[src/rail_fault_params.svh]
`ifndef RAIL_FAULT_PARAMS_SVH
`define RAIL_FAULT_PARAMS_SVH

`define CLK_PERIOD_PS 25000
`define OV_DELAY_NS 1000
`define UV_DELAY_NS 3000
`define UVLO_DELAY_NS 3000
`define OV_DELAY_CYC ((`OV_DELAY_NS * 1000 + `CLK_PERIOD_PS - 1) / `CLK_PERIOD_PS)
`define UV_DELAY_CYC ((`UV_DELAY_NS * 1000 + `CLK_PERIOD_PS - 1) / `CLK_PERIOD_PS)
`define UVLO_DELAY_CYC ((`UVLO_DELAY_NS * 1000 + `CLK_PERIOD_PS - 1) / `CLK_PERIOD_PS)
`define DLY_CNT_W 8
`define NUM_PHASES 2

`endif

[src/rail_fault_pkg.sv]
package rail_fault_pkg;
  `include "rail_fault_params.svh"

  typedef logic [`DLY_CNT_W-1:0] dly_cnt_t;

  typedef enum logic [2:0] {
    MODE_OFF,
    MODE_RUN,
    MODE_OVP,
    MODE_NVP,
    MODE_UVP,
    MODE_UVLO
  } rail_mode_e;
endpackage : rail_fault_pkg

[src/rail_fault_protection_supervisor.sv]
`timescale 1ns/1ps

`include "rail_fault_params.svh"

// Function
// RQ1 - low vid: ov above fixed level latches
// RQ2 - high vid: ov above reference latches
// RQ3 - ov monitoring only after power-on reset
// RQ4 - ov trip: low-side on, high-side off
// RQ5 - ov trip requests other rail soft shutdown
// RQ6 - ov condition qualified for 1 us
// RQ7 - negative voltage during ov: all off
// RQ8 - voltage back above zero: low-side on
// RQ9 - negative protection only while ov latched
// RQ10 - uv below reference latches
// RQ11 - uv latched: all switches off; code keeps low-side on while ov is also latched
// RQ12 - uv trip requests other rail soft shutdown
// RQ13 - uv condition qualified for 3 us
// RQ14 - supply low during operation enters lockout
// RQ15 - lockout turns every switch enable off
// RQ16 - supply low qualified for 3 us
// RQ17 - latches clear only by reset or re-enable
// RQ18 - deglitch counts, restarts on drop, trips
module rail_fault_protection_supervisor
  import rail_fault_pkg::*;
#(
  parameter int unsigned NUM_PHASES = `NUM_PHASES,
  parameter dly_cnt_t OV_CYC = dly_cnt_t'(`OV_DELAY_CYC),
  parameter dly_cnt_t UV_CYC = dly_cnt_t'(`UV_DELAY_CYC),
  parameter dly_cnt_t UVLO_CYC = dly_cnt_t'(`UVLO_DELAY_CYC)
) (
  input wire logic core_clk_i,
  input wire logic rst_n_i,
  input wire logic por_done_i,
  input wire logic enable_i,
  input wire logic vid_above_0v9_i,
  input wire logic ov_fixed_cmp_i,
  input wire logic ov_ref_cmp_i,
  input wire logic neg_cmp_i,
  input wire logic uv_cmp_i,
  input wire logic main_supply_low_i,
  input wire logic driver_supply_low_i,
  input wire logic [NUM_PHASES-1:0] phase_active_i,
  input wire logic [NUM_PHASES-1:0] pwm_hs_i,
  input wire logic [NUM_PHASES-1:0] pwm_ls_i,
  output logic [NUM_PHASES-1:0] hs_en_o,
  output logic [NUM_PHASES-1:0] ls_en_o,
  output logic soft_shutdown_req_o,
  output logic ov_latched_o,
  output logic uv_latched_o,
  output logic nv_active_o,
  output logic uvlo_o
);

  typedef struct packed {
    dly_cnt_t ov_cnt;
    dly_cnt_t uv_cnt;
    dly_cnt_t uvlo_cnt;
    logic ov_latch;
    logic uv_latch;
    logic nv_active;
    logic uvlo;
    rail_mode_e mode;
    logic [NUM_PHASES-1:0] hs_en;
    logic [NUM_PHASES-1:0] ls_en;
    logic shutdown_req;
  } state_s;

  localparam state_s STATE_RST = '{
    ov_cnt: '0,
    uv_cnt: '0,
    uvlo_cnt: '0,
    ov_latch: 1'b0,
    uv_latch: 1'b0,
    nv_active: 1'b0,
    uvlo: 1'b0,
    mode: MODE_OFF,
    hs_en: '0,
    ls_en: '0,
    shutdown_req: 1'b0
  };

  logic rst_meta_ff;
  logic rst_sync_ff;
  state_s st_ff;
  state_s nxt_st;
  logic ov_cond;
  logic uv_cond;
  logic uvlo_cond;
  logic ov_trip;
  logic uv_trip;
  logic uvlo_trip;

  // deglitch step: count while asserted, restart on drop, saturate at the length
  function automatic dly_cnt_t dly_step(input dly_cnt_t cnt, input logic cond,
                                        input dly_cnt_t len);
    dly_cnt_t res;
    res = '0;
    if (cond && (cnt < len)) begin
      res = cnt + dly_cnt_t'(1);
    end else if (cond) begin
      res = cnt;
    end
    return res;
  endfunction : dly_step

  // async assert, sync release; only constants enter under reset
  always_ff @(posedge core_clk_i or negedge rst_n_i) begin
    if (!rst_n_i) begin
      rst_meta_ff <= 1'b0;
      rst_sync_ff <= 1'b0;
    end else begin
      rst_meta_ff <= 1'b1;
      rst_sync_ff <= rst_meta_ff;
    end
  end

  always_comb begin
    nxt_st = st_ff;

    // threshold chosen by commanded vid; gated until por and while disabled
    ov_cond = por_done_i && enable_i &&
              (vid_above_0v9_i ? ov_ref_cmp_i : ov_fixed_cmp_i); // see RQ1 see RQ2 see RQ3
    uv_cond = por_done_i && enable_i && uv_cmp_i; // see RQ10
    uvlo_cond = por_done_i && (main_supply_low_i || driver_supply_low_i); // see RQ14

    nxt_st.ov_cnt = dly_step(st_ff.ov_cnt, ov_cond, OV_CYC); // see RQ6 see RQ18
    nxt_st.uv_cnt = dly_step(st_ff.uv_cnt, uv_cond, UV_CYC); // see RQ13 see RQ18
    nxt_st.uvlo_cnt = dly_step(st_ff.uvlo_cnt, uvlo_cond, UVLO_CYC); // see RQ16 see RQ18
    ov_trip = ov_cond && (nxt_st.ov_cnt == OV_CYC);
    uv_trip = uv_cond && (nxt_st.uv_cnt == UV_CYC);
    uvlo_trip = uvlo_cond && (nxt_st.uvlo_cnt == UVLO_CYC);

    // latches hold through the fault going away; dropping enable clears them
    if (!enable_i) begin
      nxt_st.ov_latch = 1'b0; // see RQ17
      nxt_st.uv_latch = 1'b0; // see RQ17
    end else begin
      nxt_st.ov_latch = st_ff.ov_latch || ov_trip; // see RQ1 see RQ2
      nxt_st.uv_latch = st_ff.uv_latch || uv_trip; // see RQ10
    end

    // no deglitch on the negative check: the low-side path must open at once
    nxt_st.nv_active = nxt_st.ov_latch && neg_cmp_i; // see RQ7 see RQ8 see RQ9

    if (!uvlo_cond) begin
      nxt_st.uvlo = 1'b0;
    end else if (uvlo_trip) begin
      nxt_st.uvlo = 1'b1; // see RQ14
    end

    // lockout wins since drivers lose supply; ov beats uv to keep the cpu clamped
    if (nxt_st.uvlo) begin
      nxt_st.mode = MODE_UVLO;
    end else if (nxt_st.ov_latch && nxt_st.nv_active) begin
      nxt_st.mode = MODE_NVP;
    end else if (nxt_st.ov_latch) begin
      nxt_st.mode = MODE_OVP;
    end else if (nxt_st.uv_latch) begin
      nxt_st.mode = MODE_UVP;
    end else if (por_done_i && enable_i) begin
      nxt_st.mode = MODE_RUN;
    end else begin
      nxt_st.mode = MODE_OFF;
    end

    case (nxt_st.mode)
      MODE_RUN: begin
        nxt_st.hs_en = pwm_hs_i & phase_active_i;
        nxt_st.ls_en = pwm_ls_i & phase_active_i;
      end
      MODE_OVP: begin
        nxt_st.hs_en = '0; // see RQ4
        nxt_st.ls_en = phase_active_i; // see RQ4 see RQ8
      end
      MODE_NVP: begin
        nxt_st.hs_en = '0; // see RQ7
        nxt_st.ls_en = '0; // see RQ7
      end
      MODE_UVP: begin
        nxt_st.hs_en = '0; // see RQ11
        nxt_st.ls_en = '0; // see RQ11
      end
      MODE_UVLO: begin
        nxt_st.hs_en = '0; // see RQ15
        nxt_st.ls_en = '0; // see RQ15
      end
      default: begin
        nxt_st.hs_en = '0;
        nxt_st.ls_en = '0;
      end
    endcase

    nxt_st.shutdown_req = nxt_st.ov_latch || nxt_st.uv_latch; // see RQ5 see RQ12
  end

  always_ff @(posedge core_clk_i or negedge rst_sync_ff) begin
    if (!rst_sync_ff) begin
      st_ff <= STATE_RST;
    end else begin
      st_ff <= nxt_st;
    end
  end

  assign hs_en_o = st_ff.hs_en;
  assign ls_en_o = st_ff.ls_en;
  assign soft_shutdown_req_o = st_ff.shutdown_req;
  assign ov_latched_o = st_ff.ov_latch;
  assign uv_latched_o = st_ff.uv_latch;
  assign nv_active_o = st_ff.nv_active;
  assign uvlo_o = st_ff.uvlo;
endmodule : rail_fault_protection_supervisor

[config.mk]
export PLATFORM = sky130hd
export DESIGN_NAME = rail_fault_protection_supervisor
export DESIGN_NICKNAME = d
export VERILOG_FILES = /design/src/rail_fault_pkg.sv /design/src/rail_fault_protection_supervisor.sv
export VERILOG_INCLUDE_DIRS = /design/src /design/src/src
export SDC_FILE = /design/constraint.sdc
export NUM_CORES = 1
export LEC_CHECK = 0
export ABC_CLOCK_PERIOD_IN_PS = 2050
export BUFFER_PORTS_ARGS = -buffer_cell sky130_fd_sc_hd__buf_4
export CAP_MARGIN = 20
export CORE_MARGIN = 2
export CORE_UTILIZATION = 44
export DETAILED_ROUTE_END_ITERATION = 10
export PLACE_DENSITY_LB_ADDON = 0.2
export RECOVER_POWER = 25
export SETUP_SLACK_MARGIN = 0.3
export SLEW_MARGIN = 40
export SYNTH_ARGS = -nofsm -noshare
export SYNTH_HDL_FRONTEND = slang
export SYNTH_SLANG_ARGS = --single-unit
export TNS_END_PERCENT = 100
[constraint.sdc]
create_clock -name core_clk_i -period 2.05 [get_ports core_clk_i]
set_input_delay 0.205 -clock core_clk_i [delete_from_list [all_inputs] [get_ports core_clk_i]]
set_output_delay 0.205 -clock core_clk_i [all_outputs]
set_load 0.01 [all_outputs]
; ---- Yosys cells after proc, flatten, opt, wreduce, memory -nomap -nowiden
; Cells that the tools add are included.
[word_totals]
in_bits = 17
out_inout_bits = 9
ff_bits = 35
elab_cells = 57
[op_classes]
magnitude_cmp = 3
n_addsub = 3
eq_ne = 5
reduce_logical = 16
bitwise_logic = 2
n_mux = 16
[op_table]
columns = op, count
row1 = $mux 8, 6
row2 = $add 8x1->8 const B, 3
row3 = $eq 8x7->1 const B, 2
row4 = $lt 8x7->1 const B, 2
row5 = $logic_and 1x1->1, 12
row6 = $mux 3, 4
row7 = $eq 8x6->1 const B, 1
row8 = $lt 8x6->1 const B, 1
row9 = $pmux 4 s2, 1
row10 = $and 2x2->2, 2
row11 = $logic_or 1x1->1, 4
row12 = $mux 1, 4
row13 = $eq 3x1->1 const B, 1
row14 = $eq 3x2->1 const B, 1
row15 = $mux 2, 1

; ---- Logic depth before layout (Yosys ltp)
; Gate-level depths: netlist of the first run.
[logic_depth]
word_depth = 14
depth_mapped = 7
mapped_depth_nobuf = 7

; ---- Worst setup path before layout of the first run
; No wires, ideal clock.
[synth_path]
path_type = register to register
start = register st_ff[12] (netlist name)
end = register st_ff, in the netlist ls_en_o[0]
n_path_buf = 0
path_stages_with_launch = 8
required_ps = 1907
setup_ps = 143
synth_period_minus_slack_ps = 2024
slack_ps = 26
arrival_time_ps = 1880
path_cell_list = dfrtp_1 -> ha_1 -> nor2b_1 -> mux2i_1 -> or3_1 -> o41ai_2 -> nand2b_1 -> o32ai_1
[synth_rtl]
columns = item, line
row1 = from (decl), rail_fault_protection_supervisor.sv:85  ; state_s st_ff;
row2 = from (signal assigned), rail_fault_protection_supervisor.sv:201  ; st_ff <= nxt_st;

==> results of run 1 <==
## routing by layer
metal | wire length (microns) | share of wire | vias up | global-route usage
li1 | - | - | 789 | -
met3 | 139 | 0.033 | 10 | 0.0503
met2 | 2190 | 0.52 | 33 | 0.347
met5 | 0 | 0 | - | 0
met1 | 1780 | 0.42 | 801 | 0.235
met4 | 95 | 0.023 | 0 | 0.0637
## cells in the final DEF (no fill, tap or decap), drive strengths merged, types with 5 or more instances in the layout
| cell | count |
|---|---|
| o21ai | 8 |
| inv | 5 |
| nor2 | 18 |
| nor2b | 6 |
| and2 | 5 |
| dfrtp | 35 |
| buf | 48 |
| xor2 | 5 |
| nand2 | 16 |
| clkbuf | 8 |
| a31oi | 6 |
| nand3 | 15 |
| a21oi | 10 |
## logic make-up (layout without fill, tap and decap cells)
logic type / after synthesis / in the layout / share of synthesized area
and+or+nand+nor: 85 / 85 / 0.249
AOI/OAI and AO/OA: 42 / 42 / 0.165
adders and majority gates: 3 / 3 / 0.0203
other: 1 / 1 / 0.00203
muxes: 4 / 4 / 0.0230
xor gates and xnor gates: 6 / 6 / 0.0285
DFF: 35 / 35 / 0.474
buffers and inverters: 12 / 64 / 0.0379
## flip-flops by register name, summed over array words and instances, names as in the netlist
name                 count
rst_sync_ff              1
rst_meta_ff              1
st_ff                   24
ls_en_o                  2
hs_en_o                  2
soft_shutdown_req_o      1
nv_active_o              1
ov_latched_o             1
uvlo_o                   1
uv_latched_o             1
## worst paths after layout
check | startpoint | slack [ps] | endpoint
worst min register to register | rst_meta_ff | 360 | rst_sync_ff
min in group asynchronous | rst_n_i | 240 | rst_meta_ff
worst max-delay path | st_ff[25] | 90 | ls_en_o[0]
max in group asynchronous | rst_sync_ff | 1050 | st_ff[24]
worst max register to register | st_ff[25] | 90 | ls_en_o[0]
worst min-delay path | neg_cmp_i | 150 | nv_active_o
## power by group
group          internal (W)  leakage (nW)  total, W  switching, W
clock network      0.000393        0.0612  0.000627      0.000234
registers          0.000700         0.477  0.000706    0.00000565
logic             0.0000578         0.615  0.000115     0.0000576
total               0.00115          1.15   0.00145      0.000297
## layout make-up
type	count	area share
flip-flops and latches	35	0.351
well taps	50	0.0250
multi-input cells	141	0.417
repair buffers	51	0.153
inverters	5	0.00749
clock buffers	6	0.0330
clock inverters	2	0.0140
## stage by stage
stage | total power [W] | util | TNS (ps) | hold WS [ps]
detailed placement | 0.000824 | 0.543 | -48.0 | -10.7
CTS | 0.00147 | 0.610 | 0 | 145
global route | 0.00152 | 0.622 | -0.182 | 147
finish | 0.00145 | 0.622 | 0 | 153
global placement | 0.000820 | 0.543 | 0 | -12.7
floorplan | 0.000769 | - | 0 | -90.6
## timing repair
action | CTS | global route
pin swaps | 3 | 4
setup endpoints to repair | 9 | 8
hold buffers | 1 | 0
gates resized for setup | 14 | 11
hold endpoints to repair | 2 | 0
setup buffers | 11 | 1
## worst register-to-register path: cells and delay by family (launching register included)
kind | cells | cell delay (ps)
AO/OA/AOI/OAI | 6 | 1450
flip-flops | 1 | 420
==> results.toml, run 1 <==
[critical_path]
crit_type = "register to register"
cp-start-kind = "register"
worstPathCellList = "a41o_4 -> o31ai_2 -> a21oi_2 -> o311a_1 -> a311o_2 -> o32ai_1"
cp.depth = 6
critPathArrivalTime_ps = 2140
path_max_fanout = 5
cp_slowest_stage_delay_ps = 420
r2r_cells = 6
endpoint_kind = "register"
worst-path-buf-inv = 0
worstPathRequired_ps = 2240
critPathTopFamily = "compound AO/OA/AOI/OAI gates"
cp_slowest_cell = "dfrtp_1"

[cells_and_area]
drive_gt1_frac = 0.383
nNetsFinal = 259
n_fill_cell = 326
regArea_sq_um = 878
synthToLayoutAreaGrowth_pct = 35.6
antennaDiodeCount = 0
design_area_sq_um = 2500
final_cells = 290
multi_input_area_sq_um = 1040

[placement]
dp_hpwl_microns = 2900
dp_cells = 269
port_buffers = 25
place_area_sq_um = 2190
gp_congestion = 0.871
pre_cts_slack_ps = -29.3

[timing]
slew_violations = 0
max_freq_ghz = 0.511
setup_ws_ps = 94.0
min_period_ps = 1960
rsz0062_at_grt = "true"
fin_crit_sh = 0.954
finalHoldViolCount = 0
setup_viol = 0
skew_ps = 6.67
worst_slew_pin_slew_ps = 825
relSlewSlack = 0.450

[floorplanning]
dieArea_sq_um = 4730
core.rowCount = 23
io_pins = 26
start_util = 0.458
core_area_sq_um = 4030
die_x_microns = 68.8
dieHeight_microns = 68.8

[synth]
syn_nets = 208
synth_top_area_share = 0.474
yosysWarnings = 0
ys_dominant_reg_cell = "dfrtp_1"
ys_ff_latch = 35
synth.most_common_cell = "dfrtp_1"
yosysSeqAreaShare = 0.474
synth_async_sr_flop_share = 1.00
synthTopCellsByArea = "dfrtp_1 (47%), nand3_1 (3.8%), nor2_1 (3.7%)"
yosys.area.top_type = "dfrtp_1"
synth_top_cells_by_count = "dfrtp_1 (35), nor2_1 (18), nand2_1 (16)"
synth_area_sq_um = 1850
syn_inst = 188
avgSynthCellArea_sq_um = 9.82
synth_edf_count = 0
synthDistinctLibCells = 52

[drt]
drt_iter0_markers = 96
routed_wl_microns = 4200
routed_via_density = 5.63
first_pass_iters = 5
dr_total_vias = 1633
ant_nets = 0
wire_per_inst_microns = 14.5
drcViolationCount = 0

[clocking]
cts.sinks = 35
cts_tree = "yes"
htree_num_levels = 2
clockBufferDepth = 2
clockRootBuffer = "clkbuf_8"
path_clk_slew_ps = 70
clock_latency_ps = 280
numCtsBuffers = 5

[global_routing]
grt_overflow = 0
grt_pass1_wl_microns = 6880
grt_max_degree = 34
grtUsageTotal = 0.197
antenna_found_initial = 0
grt_pass1_vias = 1527

[run]
drv_cap = 0

[power_and_ir_drop]
leakage_nw = 1.15
irDropWorstVdd_mv = 0.416
power.density_nw_per_um2 = 578

[hold_path]
hold_depth = 2
hold_path_class = "input port to register"

[status]
outcome = "completed"
Note: power is estimated with default switching activity, not from simulation.
==> run 2, diff against run 1 <==
ABC_AREA = 1   (was unset)
==> results.toml, run 2 <==
[synth]
synth_area_sq_um = 1920
synth.most_common_cell = "nand2_1"
syn_nets = 268
synthDistinctLibCells = 23
synth_edf_count = 0
yosys.area.top_type = "dfrtp_1"
synth_async_sr_flop_share = 1.00
synthTopCellsByArea = "dfrtp_1 (46%), nand2_1 (11%), inv_1 (8.6%)"
synth_top_area_share = 0.455
ys_dominant_reg_cell = "dfrtp_1"
yosysWarnings = 0
synth_top_cells_by_count = "nand2_1 (58), inv_1 (44), dfrtp_1 (35)"
syn_inst = 248
ys_ff_latch = 35
avgSynthCellArea_sq_um = 7.76
yosysSeqAreaShare = 0.455

[global_routing]
grt_max_degree = 25
antenna_found_initial = 0
grt_pass1_wl_microns = 6620
grtUsageTotal = 0.171
grt_overflow = 0
grt_pass1_vias = 1528

[clocking]
cts_tree = "yes"
numCtsBuffers = 5
clockRootBuffer = "clkbuf_8"
htree_num_levels = 2
clockBufferDepth = 2
cts.sinks = 35
path_clk_slew_ps = 70
clock_latency_ps = 280

[floorplanning]
core_area_sq_um = 4290
dieHeight_microns = 70.1
io_pins = 26
die_x_microns = 70.1
dieArea_sq_um = 4920
start_util = 0.448
core.rowCount = 24

[timing]
setup_ws_ps = 271
setup_tns_ps = 0
rsz0062_at_grt = "true"
relSlewSlack = 0.588
skew_ps = 5.38
max_freq_ghz = 0.562
min_period_ps = 1780
finalHoldViolCount = 0
slew_violations = 0
setup_viol = 0
worst_slew_pin_slew_ps = 618
hold_ws_ps = 138
fin_crit_sh = 0.868

[power_and_ir_drop]
p_comb_frac = 0.083
leakage_nw = 1.28
switching_share = 0.238
pwr-share-clk = 0.380
irDropWorstVdd_mv = 0.410
power.density_nw_per_um2 = 551
p_int_w = 0.00101
p_sw_w = 0.000317
p_seq_frac = 0.537

[hold_path]
min_from = "pwm_hs_i[1]"
hold_path_class = "input port to register"
holdPathEnd = "hs_en_o[1]"
hold_depth = 3

[drt]
drt_iter0_markers = 120
routed_wl_microns = 3970
routed_via_density = 4.78
ant_nets = 0
wire_per_inst_microns = 11.5
dr_total_vias = 1646
first_pass_iters = 6
drcViolationCount = 0

[placement]
place_area_sq_um = 2150
port_buffers = 25
pre_cts_slack_ps = 293
dp_hpwl_microns = 2800
gp_congestion = 0.800

[critical_path]
endpoint_kind = "register"
cp-start-kind = "register"
critPathArrivalTime_ps = 1960
crit_type = "register to register"
worstPathRequired_ps = 2230
regToRegSetupSlack_ps = 270
path_max_fanout = 7
r2r-end = "hs_en_o[0]"
r2r_cells = 12
crit-reg2reg-launch = "st_ff[35]"

[cells_and_area]
top_register = "st_ff"
largest_reg_flops = 24
final_cell_mix = "nand2_1 (54), inv_1 (43), buf_4 (37)"
drive_gt1_frac = 0.308
final_common_cell = "nand2_1"
design_area_sq_um = 2410
antennaDiodeCount = 0
nNetsFinal = 312
synthToLayoutAreaGrowth_pct = 25.5

[status]
outcome = "completed"

[run]
drv_cap = 0
[run 2: stage by stage]
step | std cells | power (W) | util
5_1_grt | 344 | 0.00139 | 0.562
6_report | 344 | 0.00133 | 0.562
3_5_place_dp | 322 | 0.000832 | 0.502
3_3_place_gp | 322 | 0.000829 | 0.502
4_1_cts | 330 | 0.00134 | 0.529
2_1_floorplan | 248 | 0.000786 | -
[run 2: per-layer routing]
layer  GRT usage  part of all wire  up-vias
li1            -                 -      851
met3      0.0534             0.049        4
met2       0.286              0.52       38
met5           0                 0        -
met4      0.0449            0.0088        0
met1       0.214              0.42      753
[run 2: worst max-delay path by stage]
| stage | from | to | slack (ps) | cells past startpoint |
|---|---|---|---|---|
| finish | st_ff[35] | hs_en_o[0] | 270 | 12 |
| global route | st_ff[23] | hs_en_o[1] | 140 | 13 |
| CTS | st_ff[23] | hs_en_o[0] | 310 | 13 |
| detailed placement | st_ff[31] | hs_en_o[0] | 290 | 12 |
| global placement | st_ff[31] | hs_en_o[1] | 270 | 12 |
| floorplan | st_ff[32] | ls_en_o[0] | 510 | 12 |
[run 2: critical path, cell delays in order, from the launching register on]
cell,delay (ps)
dfrtp_1,410
nor2_4,140
nand3_4,140
nand2_2,110
nand2_1,60
nor2_1,110
nand2_1,80
nor2_2,90
nand3_2,90
a21boi_4,240
nor2_2,70
nand2_1,80
nor2_1,50
[run 2: logic make-up after synthesis]
family | share of synthesized area
simple gates | 0.347
buf+inv | 0.109
flops | 0.455
compound gates | 0.0585
fa+ha+maj | 0.0195
xor+xnor | 0.00910
other cells | 0.00195
[run 2: repair_timing]
| item | in CTS | in global routing |
|---|---|---|
| hold buffers | 1 | 0 |
| hold endpoints to repair | 2 | 0 |
| setup buffers | 0 | 14 |
| endpoints found under the setup margin | 4 | 7 |
| resized for setup | 4 | 19 |
| pin swaps | 0 | 20 |
[run 2: layout make-up]
class	instances	area, sq um
flip-flops and latches	35	880
clock buffers	6	82.6
fillers	384	1880
well taps	52	65.1
multi-input cells	161	896
repair buffers	41	304
inverters	48	183
clock inverters	1	5.00
[run 2: power by group through the flow]
stage / clock (W) / sequential, W / combinational, W
2_1_floorplan: 0 / 0.000731 / 0.0000544
3_5_place_dp: 0 / 0.000728 / 0.000103
5_1_grt: 0.000552 / 0.000717 / 0.000125
3_3_place_gp: 0 / 0.000728 / 0.000102
6_report: 0.000506 / 0.000715 / 0.000110
4_1_cts: 0.000522 / 0.000715 / 0.000105
==> run 3, diff against run 2 <==
CELL_PAD_IN_SITES_DETAIL_PLACEMENT = 0   (was unset)
CELL_PAD_IN_SITES_GLOBAL_PLACEMENT = 2   (was unset)
CORE_UTILIZATION = 35   (was 44)
TNS_END_PERCENT = 5   (was 100)
==> results.toml, run 3 (synthesized netlist as in run 2, its figures left out) <==
[drt]
routed_via_density = 4.34
drcViolationCount = 0
wire_per_inst_microns = 10.8
drt_iter0_markers = 60
dr_total_vias = 1566
routed_wl_microns = 3910
first_pass_iters = 4
ant_nets = 0

[clocking]
cts_tree = "yes"
path_clk_slew_ps = 80
clockBufferDepth = 2
clockRootBuffer = "clkbuf_8"
cts.sinks = 35
clock_latency_ps = 280
htree_num_levels = 2
numCtsBuffers = 5

[cells_and_area]
final_cells = 361
largest_reg_flops = 24
n_fill_cell = 556
final_common_cell = "nand2_1"
synthToLayoutAreaGrowth_pct = 27.2
final_cell_mix = "nand2_1 (54), inv_1 (44), buf_4 (36)"
antennaDiodeCount = 0
drive_gt1_frac = 0.285
nNetsFinal = 310
top_register = "st_ff"
finalCoreUtilization = 0.470

[critical_path]
critPathArrivalTime_ps = 1900
crit_type = "register to register"
crit_top_cell = "nor2_2"
cp_slowest_cell = "dfrtp_1"
regToRegSetupSlack_ps = 330
r2r-end = "hs_en_o[1]"
worstPathRequired_ps = 2230
cp_slowest_stage_delay_ps = 410
cp-start-kind = "register"
endpoint_kind = "register"
crit-reg2reg-launch = "st_ff[35]"
path_max_fanout = 7
r2r_cells = 10
worstPathCellList = "nor2_4 -> nand3_4 -> o21bai_1 -> nand3_1 -> nor2_2 -> nand3_2 -> a21boi_4 -> nor2_2 -> nand2_1 -> nor2_1"

[timing]
setup_ws_ps = 329
min_period_ps = 1720
max_freq_ghz = 0.581
slew_violations = 0
setup_viol = 0
fin_crit_sh = 0.840
rsz0062_at_grt = "true"
relSlewSlack = 0.574
finalHoldViolCount = 0
setup_tns_ps = 0
skew_ps = 4.31
worst_slew_pin_slew_ps = 640

[power_and_ir_drop]
power.density_nw_per_um2 = 590
irDropWorstVdd_mv = 0.318
leakage_nw = 1.26

[floorplanning]
dieHeight_microns = 78.2
start_util = 0.370
core_area_sq_um = 5200
die_x_microns = 78.2
dieArea_sq_um = 6110
io_pins = 26
core.rowCount = 26

[global_routing]
grt_max_degree = 26
grt_overflow = 0
grt_pass1_vias = 1602
antenna_found_initial = 0
grtUsageTotal = 0.146
grt_pass1_wl_microns = 7090

[placement]
dp_cells = 340
pre_cts_slack_ps = 262
port_buffers = 25
gp_congestion = 0.728
dp_hpwl_microns = 2960

[hold_path]
hold_path_class = "register to asynchronous set/reset pin"

[status]
outcome = "completed"

[run]
drv_cap = 0
==> run 3: cell types whose count changed in the layout (fill, tap and decap cells not counted), moves of 2 or more <==
cell,previous run,this run
ha_2,2,0
nor2_1,25,27
o21ai_2,2,0
dfrtp_1,32,34
nand2_2,7,9
dfrtp_2,3,1
nor2_2,9,7
nand2_4,2,0
o21ai_4,0,2
==> run 3: area by class of cell <==
class / count / area [sq um] / area share
clock buffers: 5 / 68.8 / 0.0281
clock inverters: 3 / 43.8 / 0.0179
multi-input cells: 161 / 902 / 0.368
inverters: 48 / 180 / 0.0736
well taps: 70 / 87.6 / 0.0358
repair buffers: 39 / 289 / 0.118
flip-flops and latches: 35 / 877 / 0.358
==> run 3: stage by stage <==
step / cell area (sq um) / hold WS [ps] / total power (W)
after floorplan: 1920 / -90.6 / 0.000786
after global placement: 2180 / -11.5 / 0.000832
after detailed placement: 2180 / -11.8 / 0.000832
after CTS: 2360 / 130 / 0.00147
after global routing: 2450 / 142 / 0.00152
final: 2450 / 140 / 0.00144
==> run 3: worst max-delay path: cells and delay by family, from the launching register on <==
kind	cells	cell delay (ps)
and+or+nand+nor	8	850
DFF	1	410
AOI/OAI and AO/OA	2	370
==> run 3: worst max path at each step <==
| stage | from | endpoint |
|---|---|---|
| detailed placement | st_ff[23] | hs_en_o[1] |
| CTS | st_ff[34] | hs_en_o[1] |
| global route | st_ff[35] | ls_en_o[0] |
| global placement | st_ff[32] | hs_en_o[1] |
| floorplan | st_ff[32] | ls_en_o[0] |
| finish | st_ff[35] | hs_en_o[1] |
==> run 3: per-layer routing <==
metal  up-vias  track usage  part of all wire  wire (microns)
met5         -            0                 0               0
met4         0       0.0421            0.0054              21
met3         2       0.0379             0.031             122
met2        21        0.247              0.49            1920
met1       698        0.186              0.47            1850
li1        845            -                 -               -
==> run 3: power by group <==
part           internal (W)  leakage, nW  switching, W
Clock              0.000362       0.0581      0.000259
Sequential         0.000702        0.478     0.0000109
Combinational     0.0000484        0.719     0.0000613
Total               0.00111         1.26      0.000332
==> run 3: repair_timing <==
action,CTS,global route
buffers inserted,5,7
setup endpoints to repair,4,7
endpoints found under the hold margin,2,0
hold buffers,1,0
pin swaps,6,14
gates resized for setup,6,11
